`src/rtl/ipl_defs.svh`:
```
// register offsets, field positions and reset values of the level registers
`ifndef IPL_DEFS_SVH
`define IPL_DEFS_SVH

`define IPL_ADDR_W           4
`define IPL_DATA_W           16
`define IPL_OFS_TIMER_I2C    4'h4
`define IPL_OFS_PIT_CMP      4'h5
`define IPL_OFS_PWM_ADC      4'h6
`define IPL_RESET_VAL        16'h0000
// writable bits per register; reserved bits hold zero
`define IPL_MASK_TIMER_I2C   16'hFFFF
`define IPL_MASK_PIT_CMP     16'hFF00
`define IPL_MASK_PWM_ADC     16'h0FFF
`define IPL_FIELD_W          2
`define IPL_CODE_OFF         2'h0
`define IPL_FIELDS_PER_REG   8

`endif

```
`src/rtl/ipl_pkg.sv`:
```
// types shared by the priority level register block
package ipl_pkg;

    typedef logic [1:0] ipl_level_t;

    // decoded view of one source as seen by the arbiter
    typedef struct packed {
        logic       enable;
        ipl_level_t level;
    } ipl_src_t;

    // register bus request
    typedef struct packed {
        logic        wr;
        logic        rd;
        logic [3:0]  addr;
        logic [15:0] wdata;
    } ipl_bus_req_t;

endpackage : ipl_pkg

```
`src/rtl/ipl_level_regs.sv`:
```
// priority level registers for timer, i2c, interval timer, comparator, pwm and adc sources
//
// Decided for this implementation: the address-and-strobe port.
`include "ipl_defs.svh"

// Summary of operation
// - field code 00 disables, 01 level 0, 10 level 1, 11 level 2
// - no governed source ever gets a level above two
// - reset clears all fields so every source starts disabled
// - reserved bits ignore writes and read back as zero
// - offset 4 bits 15:14 are timer channel 3 level
// - offset 4 bits 13:12 are timer channel 2 level
// - offset 4 bits 11:10 are timer channel 1 level
// - offset 4 bits 9:8 are timer channel 0 level
// - offset 4 bits 7:6 are i2c status level
// - offset 4 bits 5:4 are i2c transmit level
// - offset 4 bits 3:2 are i2c receive level
// - offset 4 bits 1:0 are i2c general call level
// - offset 5 bits 15:14 are interval timer 1 level
// - offset 5 bits 13:12 are interval timer 0 level
// - offset 5 bits 11:10 are comparator B level
// - offset 5 bits 9:8 are comparator A level
// - offset 6 bits 11:10 are pwm fault level
// - offset 6 bits 9:8 are pwm reload level
// - offset 6 bits 7:6 are adc zero crossing level
// - offset 6 bits 5:4 are adc B conversion complete level
// - offset 6 bits 3:2 are adc A conversion complete level
// - offset 6 bits 1:0 are interval timer 2 level
module ipl_level_regs (
    // clock and reset
    input  wire logic          clk,
    input  wire logic          rst,
    // register port
    input  wire ipl_pkg::ipl_bus_req_t busReq,
    output logic [15:0]        rdData,
    // decoded sources to arbitration
    output ipl_pkg::ipl_src_t  timerCh3Level,
    output ipl_pkg::ipl_src_t  timerCh2Level,
    output ipl_pkg::ipl_src_t  timerCh1Level,
    output ipl_pkg::ipl_src_t  timerCh0Level,
    output ipl_pkg::ipl_src_t  i2cStatusLevel,
    output ipl_pkg::ipl_src_t  i2cTransmitLevel,
    output ipl_pkg::ipl_src_t  i2cReceiveLevel,
    output ipl_pkg::ipl_src_t  i2cGeneralCallLevel,
    output ipl_pkg::ipl_src_t  intervalTimer1Level,
    output ipl_pkg::ipl_src_t  intervalTimer0Level,
    output ipl_pkg::ipl_src_t  comparatorBLevel,
    output ipl_pkg::ipl_src_t  comparatorALevel,
    output ipl_pkg::ipl_src_t  pwmFaultLevel,
    output ipl_pkg::ipl_src_t  pwmReloadLevel,
    output ipl_pkg::ipl_src_t  adcZeroCrossLevel,
    output ipl_pkg::ipl_src_t  adcBDoneLevel,
    output ipl_pkg::ipl_src_t  adcADoneLevel,
    output ipl_pkg::ipl_src_t  intervalTimer2Level
);
    import ipl_pkg::*;

    ////////////////////////////////////////////////////////////////////////////
    // field decode

    // code minus one gives the level, so 11 tops out at two
    function automatic ipl_src_t decodeField(input logic [1:0] code);
        ipl_src_t s;
        s.enable = (code != `IPL_CODE_OFF);
        s.level  = s.enable ? ipl_level_t'(code - 2'h1) : ipl_level_t'(2'h0);
        return s;
    endfunction : decodeField

    function automatic logic [1:0] fieldOf(input logic [15:0] r, input int idx);
        return r[idx*`IPL_FIELD_W +: `IPL_FIELD_W];
    endfunction : fieldOf

    ////////////////////////////////////////////////////////////////////////////
    // registers

    logic [15:0] timerI2c_r;
    logic [15:0] timerI2c_nxt;
    logic [15:0] pitCmp_r;
    logic [15:0] pitCmp_nxt;
    logic [15:0] pwmAdc_r;
    logic [15:0] pwmAdc_nxt;
    logic [15:0] rdData_nxt;

    always_comb begin
        timerI2c_nxt = timerI2c_r;
        pitCmp_nxt   = pitCmp_r;
        pwmAdc_nxt   = pwmAdc_r;
        if (busReq.wr) begin
            // reserved bits are masked so they always read zero
            if (busReq.addr == `IPL_OFS_TIMER_I2C) begin
                timerI2c_nxt = busReq.wdata & `IPL_MASK_TIMER_I2C;
            end else if (busReq.addr == `IPL_OFS_PIT_CMP) begin
                pitCmp_nxt = busReq.wdata & `IPL_MASK_PIT_CMP;
            end else if (busReq.addr == `IPL_OFS_PWM_ADC) begin
                pwmAdc_nxt = busReq.wdata & `IPL_MASK_PWM_ADC;
            end
        end
    end

    always_comb begin
        rdData_nxt = 16'h0000;
        if (busReq.rd) begin
            // unmapped offsets read as zero
            if (busReq.addr == `IPL_OFS_TIMER_I2C) begin
                rdData_nxt = timerI2c_r;
            end else if (busReq.addr == `IPL_OFS_PIT_CMP) begin
                rdData_nxt = pitCmp_r;
            end else if (busReq.addr == `IPL_OFS_PWM_ADC) begin
                rdData_nxt = pwmAdc_r;
            end
        end
    end

    always_ff @(posedge clk or posedge rst) begin
        if (rst) begin
            timerI2c_r <= `IPL_RESET_VAL;
            pitCmp_r   <= `IPL_RESET_VAL;
            pwmAdc_r   <= `IPL_RESET_VAL;
            rdData     <= 16'h0000;
        end else begin
            timerI2c_r <= timerI2c_nxt;
            pitCmp_r   <= pitCmp_nxt;
            pwmAdc_r   <= pwmAdc_nxt;
            rdData     <= rdData_nxt;
        end
    end

    ////////////////////////////////////////////////////////////////////////////
    // decoded outputs, combinational from the registers so they follow a write
    // on the next cycle

    assign timerCh3Level       = decodeField(fieldOf(timerI2c_r, 7));
    assign timerCh2Level       = decodeField(fieldOf(timerI2c_r, 6));
    assign timerCh1Level       = decodeField(fieldOf(timerI2c_r, 5));
    assign timerCh0Level       = decodeField(fieldOf(timerI2c_r, 4));
    assign i2cStatusLevel      = decodeField(fieldOf(timerI2c_r, 3));
    assign i2cTransmitLevel    = decodeField(fieldOf(timerI2c_r, 2));
    assign i2cReceiveLevel     = decodeField(fieldOf(timerI2c_r, 1));
    assign i2cGeneralCallLevel = decodeField(fieldOf(timerI2c_r, 0));
    assign intervalTimer1Level = decodeField(fieldOf(pitCmp_r, 7));
    assign intervalTimer0Level = decodeField(fieldOf(pitCmp_r, 6));
    assign comparatorBLevel    = decodeField(fieldOf(pitCmp_r, 5));
    assign comparatorALevel    = decodeField(fieldOf(pitCmp_r, 4));
    assign pwmFaultLevel       = decodeField(fieldOf(pwmAdc_r, 5));
    assign pwmReloadLevel      = decodeField(fieldOf(pwmAdc_r, 4));
    assign adcZeroCrossLevel   = decodeField(fieldOf(pwmAdc_r, 3));
    assign adcBDoneLevel       = decodeField(fieldOf(pwmAdc_r, 2));
    assign adcADoneLevel       = decodeField(fieldOf(pwmAdc_r, 1));
    assign intervalTimer2Level = decodeField(fieldOf(pwmAdc_r, 0));

    ////////////////////////////////////////////////////////////////////////////
    // checks

    property p_disable_code;
        @(posedge clk) disable iff (rst)
        (timerI2c_r[15:14] == 2'h0) |-> !timerCh3Level.enable;
    endproperty
    a_disable_code: assert property (p_disable_code)
        else $error("zero code did not disable timer channel 3");

    property p_level_cap;
        @(posedge clk) disable iff (rst)
        pwmFaultLevel.enable |-> (pwmFaultLevel.level == pwmAdc_r[11:10] - 2'h1);
    endproperty
    a_level_cap: assert property (p_level_cap)
        else $error("pwm fault level not code minus one");

    property p_reset_clear;
        @(posedge clk) $fell(rst) |-> (timerI2c_r == 16'h0000 && pitCmp_r == 16'h0000
            && pwmAdc_r == 16'h0000);
    endproperty
    a_reset_clear: assert property (p_reset_clear)
        else $error("level registers not clear after reset");

    property p_reserved_zero;
        @(posedge clk) disable iff (rst)
        (pitCmp_r[7:0] == 8'h00) && (pwmAdc_r[15:12] == 4'h0);
    endproperty
    a_reserved_zero: assert property (p_reserved_zero)
        else $error("reserved bits hold a one");

    property p_write_follow;
        @(posedge clk) disable iff (rst)
        (busReq.wr && busReq.addr == `IPL_OFS_TIMER_I2C) |=>
            (timerCh3Level.enable == ($past(busReq.wdata[15:14]) != 2'h0));
    endproperty
    a_write_follow: assert property (p_write_follow)
        else $error("timer channel 3 did not follow write");

    property p_pit1_map;
        @(posedge clk) disable iff (rst)
        (busReq.wr && busReq.addr == `IPL_OFS_PIT_CMP && busReq.wdata[15:14] == 2'h3) |=>
            (intervalTimer1Level.enable && intervalTimer1Level.level == 2'h2);
    endproperty
    a_pit1_map: assert property (p_pit1_map)
        else $error("interval timer 1 not at level two");

    property p_pit2_map;
        @(posedge clk) disable iff (rst)
        (busReq.wr && busReq.addr == `IPL_OFS_PWM_ADC && busReq.wdata[1:0] == 2'h1) |=>
            (intervalTimer2Level.enable && intervalTimer2Level.level == 2'h0);
    endproperty
    a_pit2_map: assert property (p_pit2_map)
        else $error("interval timer 2 not at level zero");

    property p_read_back;
        @(posedge clk) disable iff (rst)
        (busReq.rd && busReq.addr == `IPL_OFS_PWM_ADC) |=> (rdData == $past(pwmAdc_r));
    endproperty
    a_read_back: assert property (p_read_back)
        else $error("read data does not match register");

    property p_i2c_gen_map;
        @(posedge clk) disable iff (rst)
        (busReq.wr && busReq.addr == `IPL_OFS_TIMER_I2C && busReq.wdata[1:0] == 2'h2) |=>
            (i2cGeneralCallLevel.enable && i2cGeneralCallLevel.level == 2'h1);
    endproperty
    a_i2c_gen_map: assert property (p_i2c_gen_map)
        else $error("i2c general call not at level one");

    property p_tmr3_map;
        @(posedge clk) disable iff (rst)
        (busReq.wr && busReq.addr == `IPL_OFS_TIMER_I2C && busReq.wdata[15:14] == 2'h3) |=>
            (timerCh3Level.enable && timerCh3Level.level == 2'h2);
    endproperty
    a_tmr3_map: assert property (p_tmr3_map)
        else $error("timer channel 3 not at level two");

    property p_tmr2_map;
        @(posedge clk) disable iff (rst)
        (busReq.wr && busReq.addr == `IPL_OFS_TIMER_I2C && busReq.wdata[13:12] == 2'h2) |=>
            (timerCh2Level.enable && timerCh2Level.level == 2'h1);
    endproperty
    a_tmr2_map: assert property (p_tmr2_map)
        else $error("timer channel 2 not at level one");

    property p_tmr1_map;
        @(posedge clk) disable iff (rst)
        (busReq.wr && busReq.addr == `IPL_OFS_TIMER_I2C && busReq.wdata[11:10] == 2'h1) |=>
            (timerCh1Level.enable && timerCh1Level.level == 2'h0);
    endproperty
    a_tmr1_map: assert property (p_tmr1_map)
        else $error("timer channel 1 not at level zero");

    property p_tmr0_map;
        @(posedge clk) disable iff (rst)
        (busReq.wr && busReq.addr == `IPL_OFS_TIMER_I2C && busReq.wdata[9:8] == 2'h3) |=>
            (timerCh0Level.enable && timerCh0Level.level == 2'h2);
    endproperty
    a_tmr0_map: assert property (p_tmr0_map)
        else $error("timer channel 0 not at level two");

    property p_i2c_stat_map;
        @(posedge clk) disable iff (rst)
        (busReq.wr && busReq.addr == `IPL_OFS_TIMER_I2C && busReq.wdata[7:6] == 2'h2) |=>
            (i2cStatusLevel.enable && i2cStatusLevel.level == 2'h1);
    endproperty
    a_i2c_stat_map: assert property (p_i2c_stat_map)
        else $error("i2c status not at level one");

    property p_i2c_tx_map;
        @(posedge clk) disable iff (rst)
        (busReq.wr && busReq.addr == `IPL_OFS_TIMER_I2C && busReq.wdata[5:4] == 2'h1) |=>
            (i2cTransmitLevel.enable && i2cTransmitLevel.level == 2'h0);
    endproperty
    a_i2c_tx_map: assert property (p_i2c_tx_map)
        else $error("i2c transmit not at level zero");

    property p_i2c_rx_map;
        @(posedge clk) disable iff (rst)
        (busReq.wr && busReq.addr == `IPL_OFS_TIMER_I2C && busReq.wdata[3:2] == 2'h3) |=>
            (i2cReceiveLevel.enable && i2cReceiveLevel.level == 2'h2);
    endproperty
    a_i2c_rx_map: assert property (p_i2c_rx_map)
        else $error("i2c receive not at level two");

    property p_pit0_map;
        @(posedge clk) disable iff (rst)
        (busReq.wr && busReq.addr == `IPL_OFS_PIT_CMP && busReq.wdata[13:12] == 2'h2) |=>
            (intervalTimer0Level.enable && intervalTimer0Level.level == 2'h1);
    endproperty
    a_pit0_map: assert property (p_pit0_map)
        else $error("interval timer 0 not at level one");

    property p_cmp_b_map;
        @(posedge clk) disable iff (rst)
        (busReq.wr && busReq.addr == `IPL_OFS_PIT_CMP && busReq.wdata[11:10] == 2'h1) |=>
            (comparatorBLevel.enable && comparatorBLevel.level == 2'h0);
    endproperty
    a_cmp_b_map: assert property (p_cmp_b_map)
        else $error("comparator b not at level zero");

    property p_cmp_a_map;
        @(posedge clk) disable iff (rst)
        (busReq.wr && busReq.addr == `IPL_OFS_PIT_CMP && busReq.wdata[9:8] == 2'h3) |=>
            (comparatorALevel.enable && comparatorALevel.level == 2'h2);
    endproperty
    a_cmp_a_map: assert property (p_cmp_a_map)
        else $error("comparator a not at level two");

    property p_pwm_fault_map;
        @(posedge clk) disable iff (rst)
        (busReq.wr && busReq.addr == `IPL_OFS_PWM_ADC && busReq.wdata[11:10] == 2'h2) |=>
            (pwmFaultLevel.enable && pwmFaultLevel.level == 2'h1);
    endproperty
    a_pwm_fault_map: assert property (p_pwm_fault_map)
        else $error("pwm fault not at level one");

    property p_pwm_reload_map;
        @(posedge clk) disable iff (rst)
        (busReq.wr && busReq.addr == `IPL_OFS_PWM_ADC && busReq.wdata[9:8] == 2'h1) |=>
            (pwmReloadLevel.enable && pwmReloadLevel.level == 2'h0);
    endproperty
    a_pwm_reload_map: assert property (p_pwm_reload_map)
        else $error("pwm reload not at level zero");

    property p_adc_zc_map;
        @(posedge clk) disable iff (rst)
        (busReq.wr && busReq.addr == `IPL_OFS_PWM_ADC && busReq.wdata[7:6] == 2'h3) |=>
            (adcZeroCrossLevel.enable && adcZeroCrossLevel.level == 2'h2);
    endproperty
    a_adc_zc_map: assert property (p_adc_zc_map)
        else $error("adc zero crossing not at level two");

    property p_adc_b_map;
        @(posedge clk) disable iff (rst)
        (busReq.wr && busReq.addr == `IPL_OFS_PWM_ADC && busReq.wdata[5:4] == 2'h2) |=>
            (adcBDoneLevel.enable && adcBDoneLevel.level == 2'h1);
    endproperty
    a_adc_b_map: assert property (p_adc_b_map)
        else $error("adc b conversion complete not at level one");

    property p_adc_a_map;
        @(posedge clk) disable iff (rst)
        (busReq.wr && busReq.addr == `IPL_OFS_PWM_ADC && busReq.wdata[3:2] == 2'h1) |=>
            (adcADoneLevel.enable && adcADoneLevel.level == 2'h0);
    endproperty
    a_adc_a_map: assert property (p_adc_a_map)
        else $error("adc a conversion complete not at level zero");

    // level three has no encoding, so any source showing it means a broken decode
    property p_no_level_three;
        @(posedge clk) disable iff (rst)
        (timerCh3Level.level != 2'h3) && (timerCh2Level.level != 2'h3)
            && (timerCh1Level.level != 2'h3) && (timerCh0Level.level != 2'h3)
            && (i2cStatusLevel.level != 2'h3) && (i2cTransmitLevel.level != 2'h3)
            && (i2cReceiveLevel.level != 2'h3) && (i2cGeneralCallLevel.level != 2'h3)
            && (intervalTimer1Level.level != 2'h3) && (intervalTimer0Level.level != 2'h3)
            && (comparatorBLevel.level != 2'h3) && (comparatorALevel.level != 2'h3)
            && (pwmFaultLevel.level != 2'h3) && (pwmReloadLevel.level != 2'h3)
            && (adcZeroCrossLevel.level != 2'h3) && (adcBDoneLevel.level != 2'h3)
            && (adcADoneLevel.level != 2'h3) && (intervalTimer2Level.level != 2'h3);
    endproperty
    a_no_level_three: assert property (p_no_level_three)
        else $error("a source shows a level above two");

    property p_hold_no_write;
        @(posedge clk) disable iff (rst)
        !busReq.wr |=> ($stable(timerI2c_r) && $stable(pitCmp_r) && $stable(pwmAdc_r));
    endproperty
    a_hold_no_write: assert property (p_hold_no_write)
        else $error("level register changed without a write");

    property p_disabled_level_zero;
        @(posedge clk) disable iff (rst)
        !comparatorBLevel.enable |-> (comparatorBLevel.level == 2'h0
            && pitCmp_r[11:10] == 2'h0);
    endproperty
    a_disabled_level_zero: assert property (p_disabled_level_zero)
        else $error("disabled comparator b shows a level or a nonzero code");

    property p_reserved_read_pit;
        @(posedge clk) disable iff (rst)
        (busReq.rd && busReq.addr == `IPL_OFS_PIT_CMP) |=> (rdData[7:0] == 8'h00);
    endproperty
    a_reserved_read_pit: assert property (p_reserved_read_pit)
        else $error("reserved low byte of interval timer register read as one");

    property p_reserved_read_pwm;
        @(posedge clk) disable iff (rst)
        (busReq.rd && busReq.addr == `IPL_OFS_PWM_ADC) |=> (rdData[15:12] == 4'h0);
    endproperty
    a_reserved_read_pwm: assert property (p_reserved_read_pwm)
        else $error("reserved top bits of pwm adc register read as one");

endmodule : ipl_level_regs

```
`config.mk`:
```
export PLATFORM = sky130hd
export DESIGN_NAME = ipl_level_regs
export DESIGN_NICKNAME = d
export VERILOG_FILES = /design/src/rtl/ipl_pkg.sv /design/src/rtl/ipl_level_regs.sv
export VERILOG_INCLUDE_DIRS = /design/src /design/src/rtl
export SDC_FILE = /design/constraint.sdc
export NUM_CORES = 1
export LEC_CHECK = 0
export ABC_CLOCK_PERIOD_IN_PS = 2000
export BUFFER_PORTS_ARGS = -buffer_cell sky130_fd_sc_hd__clkbuf_2
export CAP_MARGIN = 10
export CORE_ASPECT_RATIO = 0.75
export CORE_UTILIZATION = 51
export CTS_BUF_LIST = sky130_fd_sc_hd__clkbuf_4
export DETAILED_ROUTE_END_ITERATION = 16
export PLACE_DENSITY = 0.83
export SYNTH_ARGS = -nofsm -noshare
export SYNTH_HDL_FRONTEND = slang
export SYNTH_SLANG_ARGS = --single-unit
export TNS_END_PERCENT = 20
```
`constraint.sdc`:
```
create_clock -name clk -period 2 [get_ports clk]
set_clock_uncertainty 0.1 [all_clocks]
set_input_delay 0.4 -clock clk [delete_from_list [all_inputs] [get_ports clk]]
set_output_delay 0.4 -clock clk [all_outputs]
set_load 0.05 [all_outputs]
```
==> impl_metrics.tcl <==
set metrics [dict create \
    path_class "register to primary output" \
    h-tree-depth 2 \
    synth_top_area_share_pct 52.79 \
    cp_max_fo 5 \
    synth_nets 221 \
    dr_total_vias 1773 \
    initial_utilization_pct 54.23 \
    cts-root-buf "clkbuf_4" \
    cts_sinks 52 \
    drc_errors 0 \
    r2r_start "pitCmp_r[10]" \
    hold_path_end "timerI2c_r[3]" \
    gr-total-overflow 0 \
    path_cells "or2_2, clkbuf_2" \
    synth.distinct_cells 21 \
    timing.critical_path.buf_inv 1 \
    final-hold-violation-count 0 \
    fin_util_pct 68.73 \
    grt_pass1_wl_um 8107 \
    antenna_found_initial 0 \
    yosys.area.top_type "dfrtp_1" \
    via_per_inst 4.953 \
    synth-seq-cells 52 \
    antenna_left 0 \
    grt_use_met3_pct 4.706 \
    grtUsageMet2_pct 33.68 \
    ctsResizeCount 0 \
    first_global_vias 1748 \
    syn_to_final_growth_pct 26.75 \
    r2r_slack_ns 0.90 \
    fin_tns_setup_ns 0 \
    layout.cells.non_filler 358 \
    vdd_ir_drop_max_mv 0.7819 \
    min_period_ns 1.857 \
    grt_max_degree 32 \
    n_antenna_cell 0 \
    cellPowerDensity_mw_per_mm2 1200 \
    hp-class "primary input to register" \
    dp_hpwl_um 3803 \
    relSlewSlack_pct 65.60 \
    regArea_mm2 0.001301 \
    hp-start "busReq[3]" \
    slew_violations 0 \
    endpoint_kind "primary output" \
    postSynthAreaPerCell_um2 12.51 \
    clock.fmax_ghz 0.5386 \
    outcome "finished clean" \
    cts_buffer_depth 2 \
    ioPinCount 94 \
    crit_required_ns 1.50 \
    rows 21 \
    synth_area_mm2 0.002465 \
    total_power_uw 3749 \
    drtIter0Drc 35 \
    ys_async_sr_fraction_pct 100.0 \
    place.gp.congestion 0.7779 \
    p_leak_uw 0.001661 \
    core_mm2 0.004546 \
    grt.total_usage_pct 21.20 \
    ys_seq_area_share_pct 52.79 \
    timing.final.crit_share_pct 92.84 \
    drive_gt1_share_pct 56.48 \
    r2r-end "rdData[10]" \
    final_area_mm2 0.003124 \
    setup_viol 0 \
    dieArea_mm2 0.005118 \
    clk_pin_slew_ns 0.14 \
    wirelength_um 4878 \
    avgRoutedWirePerCell_um 13.63 \
    grt-busiest-layer "met2" \
    cp_slowest_cell "dfrtp_1" \
    critical_path_arrival_ns 1.36 \
    detailed_place.area_mm2 0.003039 \
    worstMarginPinSlew_ns 0.5159 \
    grt_setup_unrepaired "false" \
    die_y_um 62.21 \
    multi_input_area_mm2 0.001117 \
    min_delay_path_depth 2 \
    die_x_um 82.28 \
    gr-usage-met1_pct 28.40 \
    slowest_delay_ns 0.45 \
    cts_made_buffers 5 \
    synthTopCellsByArea "dfrtp_1 (53%), mux2_2 (13%), mux2i_1 (6.5%)" \
    first_pass_iters 3 \
    clk_latency_ns 0.36 \
    r2r_cells 3 \
    final_nets 324 \
    netlist_top_cells_count "dfrtp_1 (52), mux2_2 (28), or2_2 (23)" \
    synthFlopType "dfrtp_1" \
    path_delay_family "flip-flops" \
    cp-start-kind "register" \
    postSynthCellCount 197 \
    maxCapViolCount 0 \
    synth_edf_count 0 \
    cts_tree "done" \
    yosysWarnings 0 \
    fill_cells 343 \
    dp_cells 349 \
    yosysMostFrequentCell "dfrtp_1" \
    io_buffers 93 \
]
state kept, by name, indices dropped and copies added, names as in the netlist:
name,cells
timerI2c_r,16
pitCmp_r,8
pwmAdc_r,12
rdData,16
cell usage in the layout, fill, tap and decap left out, drive strengths merged, types with 2 or more instances in the layout:
| cell | netlist | final |
|---|---|---|
| a21oi | 4 | 4 |
| and2 | 18 | 18 |
| and2b | 2 | 2 |
| buf | 6 | 9 |
| clkbuf | 1 | 98 |
| clkinv | 0 | 2 |
| dfrtp | 52 | 52 |
| mux2 | 36 | 36 |
| mux2i | 16 | 16 |
| nand2 | 4 | 4 |
| nand3b | 2 | 2 |
| nor2 | 8 | 8 |
| nor2b | 18 | 18 |
| nor3 | 5 | 5 |
| or2 | 23 | 23 |
power breakdown:
group	switching, uW	leakage [uW]	internal, uW
Clock	311	0.0000403	256
Sequential	201	0.000663	1230
Combinational	1220	0.000957	529
per-stage QoR:
stage          worst slack [ns]  hold slack (ns)
2_1_floorplan            0.2421           0.4235
3_3_place_gp             0.1661           0.3248
3_5_place_dp             0.1277           0.3310
4_1_cts                  0.1210           0.1560
5_1_grt                 0.04622           0.1506
6_report                 0.1432           0.1702
kinds of logic (layout without fill, tap and decap cells):
group                  Yosys count  after routing  synth area share [%]
AO/OA/AOI/OAI                    4              4                0.8122
buffers and inverters            8            112                 1.878
multiplexers                    52             52                 24.16
AND/OR/NAND/NOR                 81             81                 20.36
flip-flops                      52             52                 52.79
worst max path at each step:
stage                             start                end  slack (ns)  cells past startpoint
after CTS                 timerI2c_r[6]  i2cStatusLevel[2]        0.12                      2
after global routing      timerI2c_r[6]  i2cStatusLevel[2]        0.05                      2
after floorplan                     rst       pitCmp_r[10]        0.24                      1
after global placement       busReq[19]       pitCmp_r[11]        0.17                      4
final                     timerI2c_r[6]  i2cStatusLevel[2]        0.14                      2
after detailed placement     busReq[19]       pitCmp_r[14]        0.13                      4
worst register-to-register path, stage by stage, from the launching register on:
cell and delay [ns]:
dfrtp_1 0.42, mux2i_1 0.09, or2_2 0.27, a21oi_1 0.15
area by class of cell:
class                      instances  share of cell area [%]
sequential                        52                   41.65
multi-input combinational        137                   35.76
clock inverter                     3                   1.201
clock buffer                       5                   1.201
inverter                           1                  0.1201
tap                               57                   2.283
timing repair buffer             103                   17.78
what timing repair did:
item,4_1_cts,5_1_grt
buffers inserted,0,0
hold buffers,1,0
endpoints found under the hold margin,21,0
per-layer routing:
| metal | wire [um] | vias to the layer above |
|---|---|---|
| li1 | - | 865 |
| met4 | 82 | 0 |
| met5 | 0 | - |
| met3 | 247 | 8 |
| met2 | 2296 | 51 |
| met1 | 2251 | 849 |
Power figures use the tool's default switching activity.
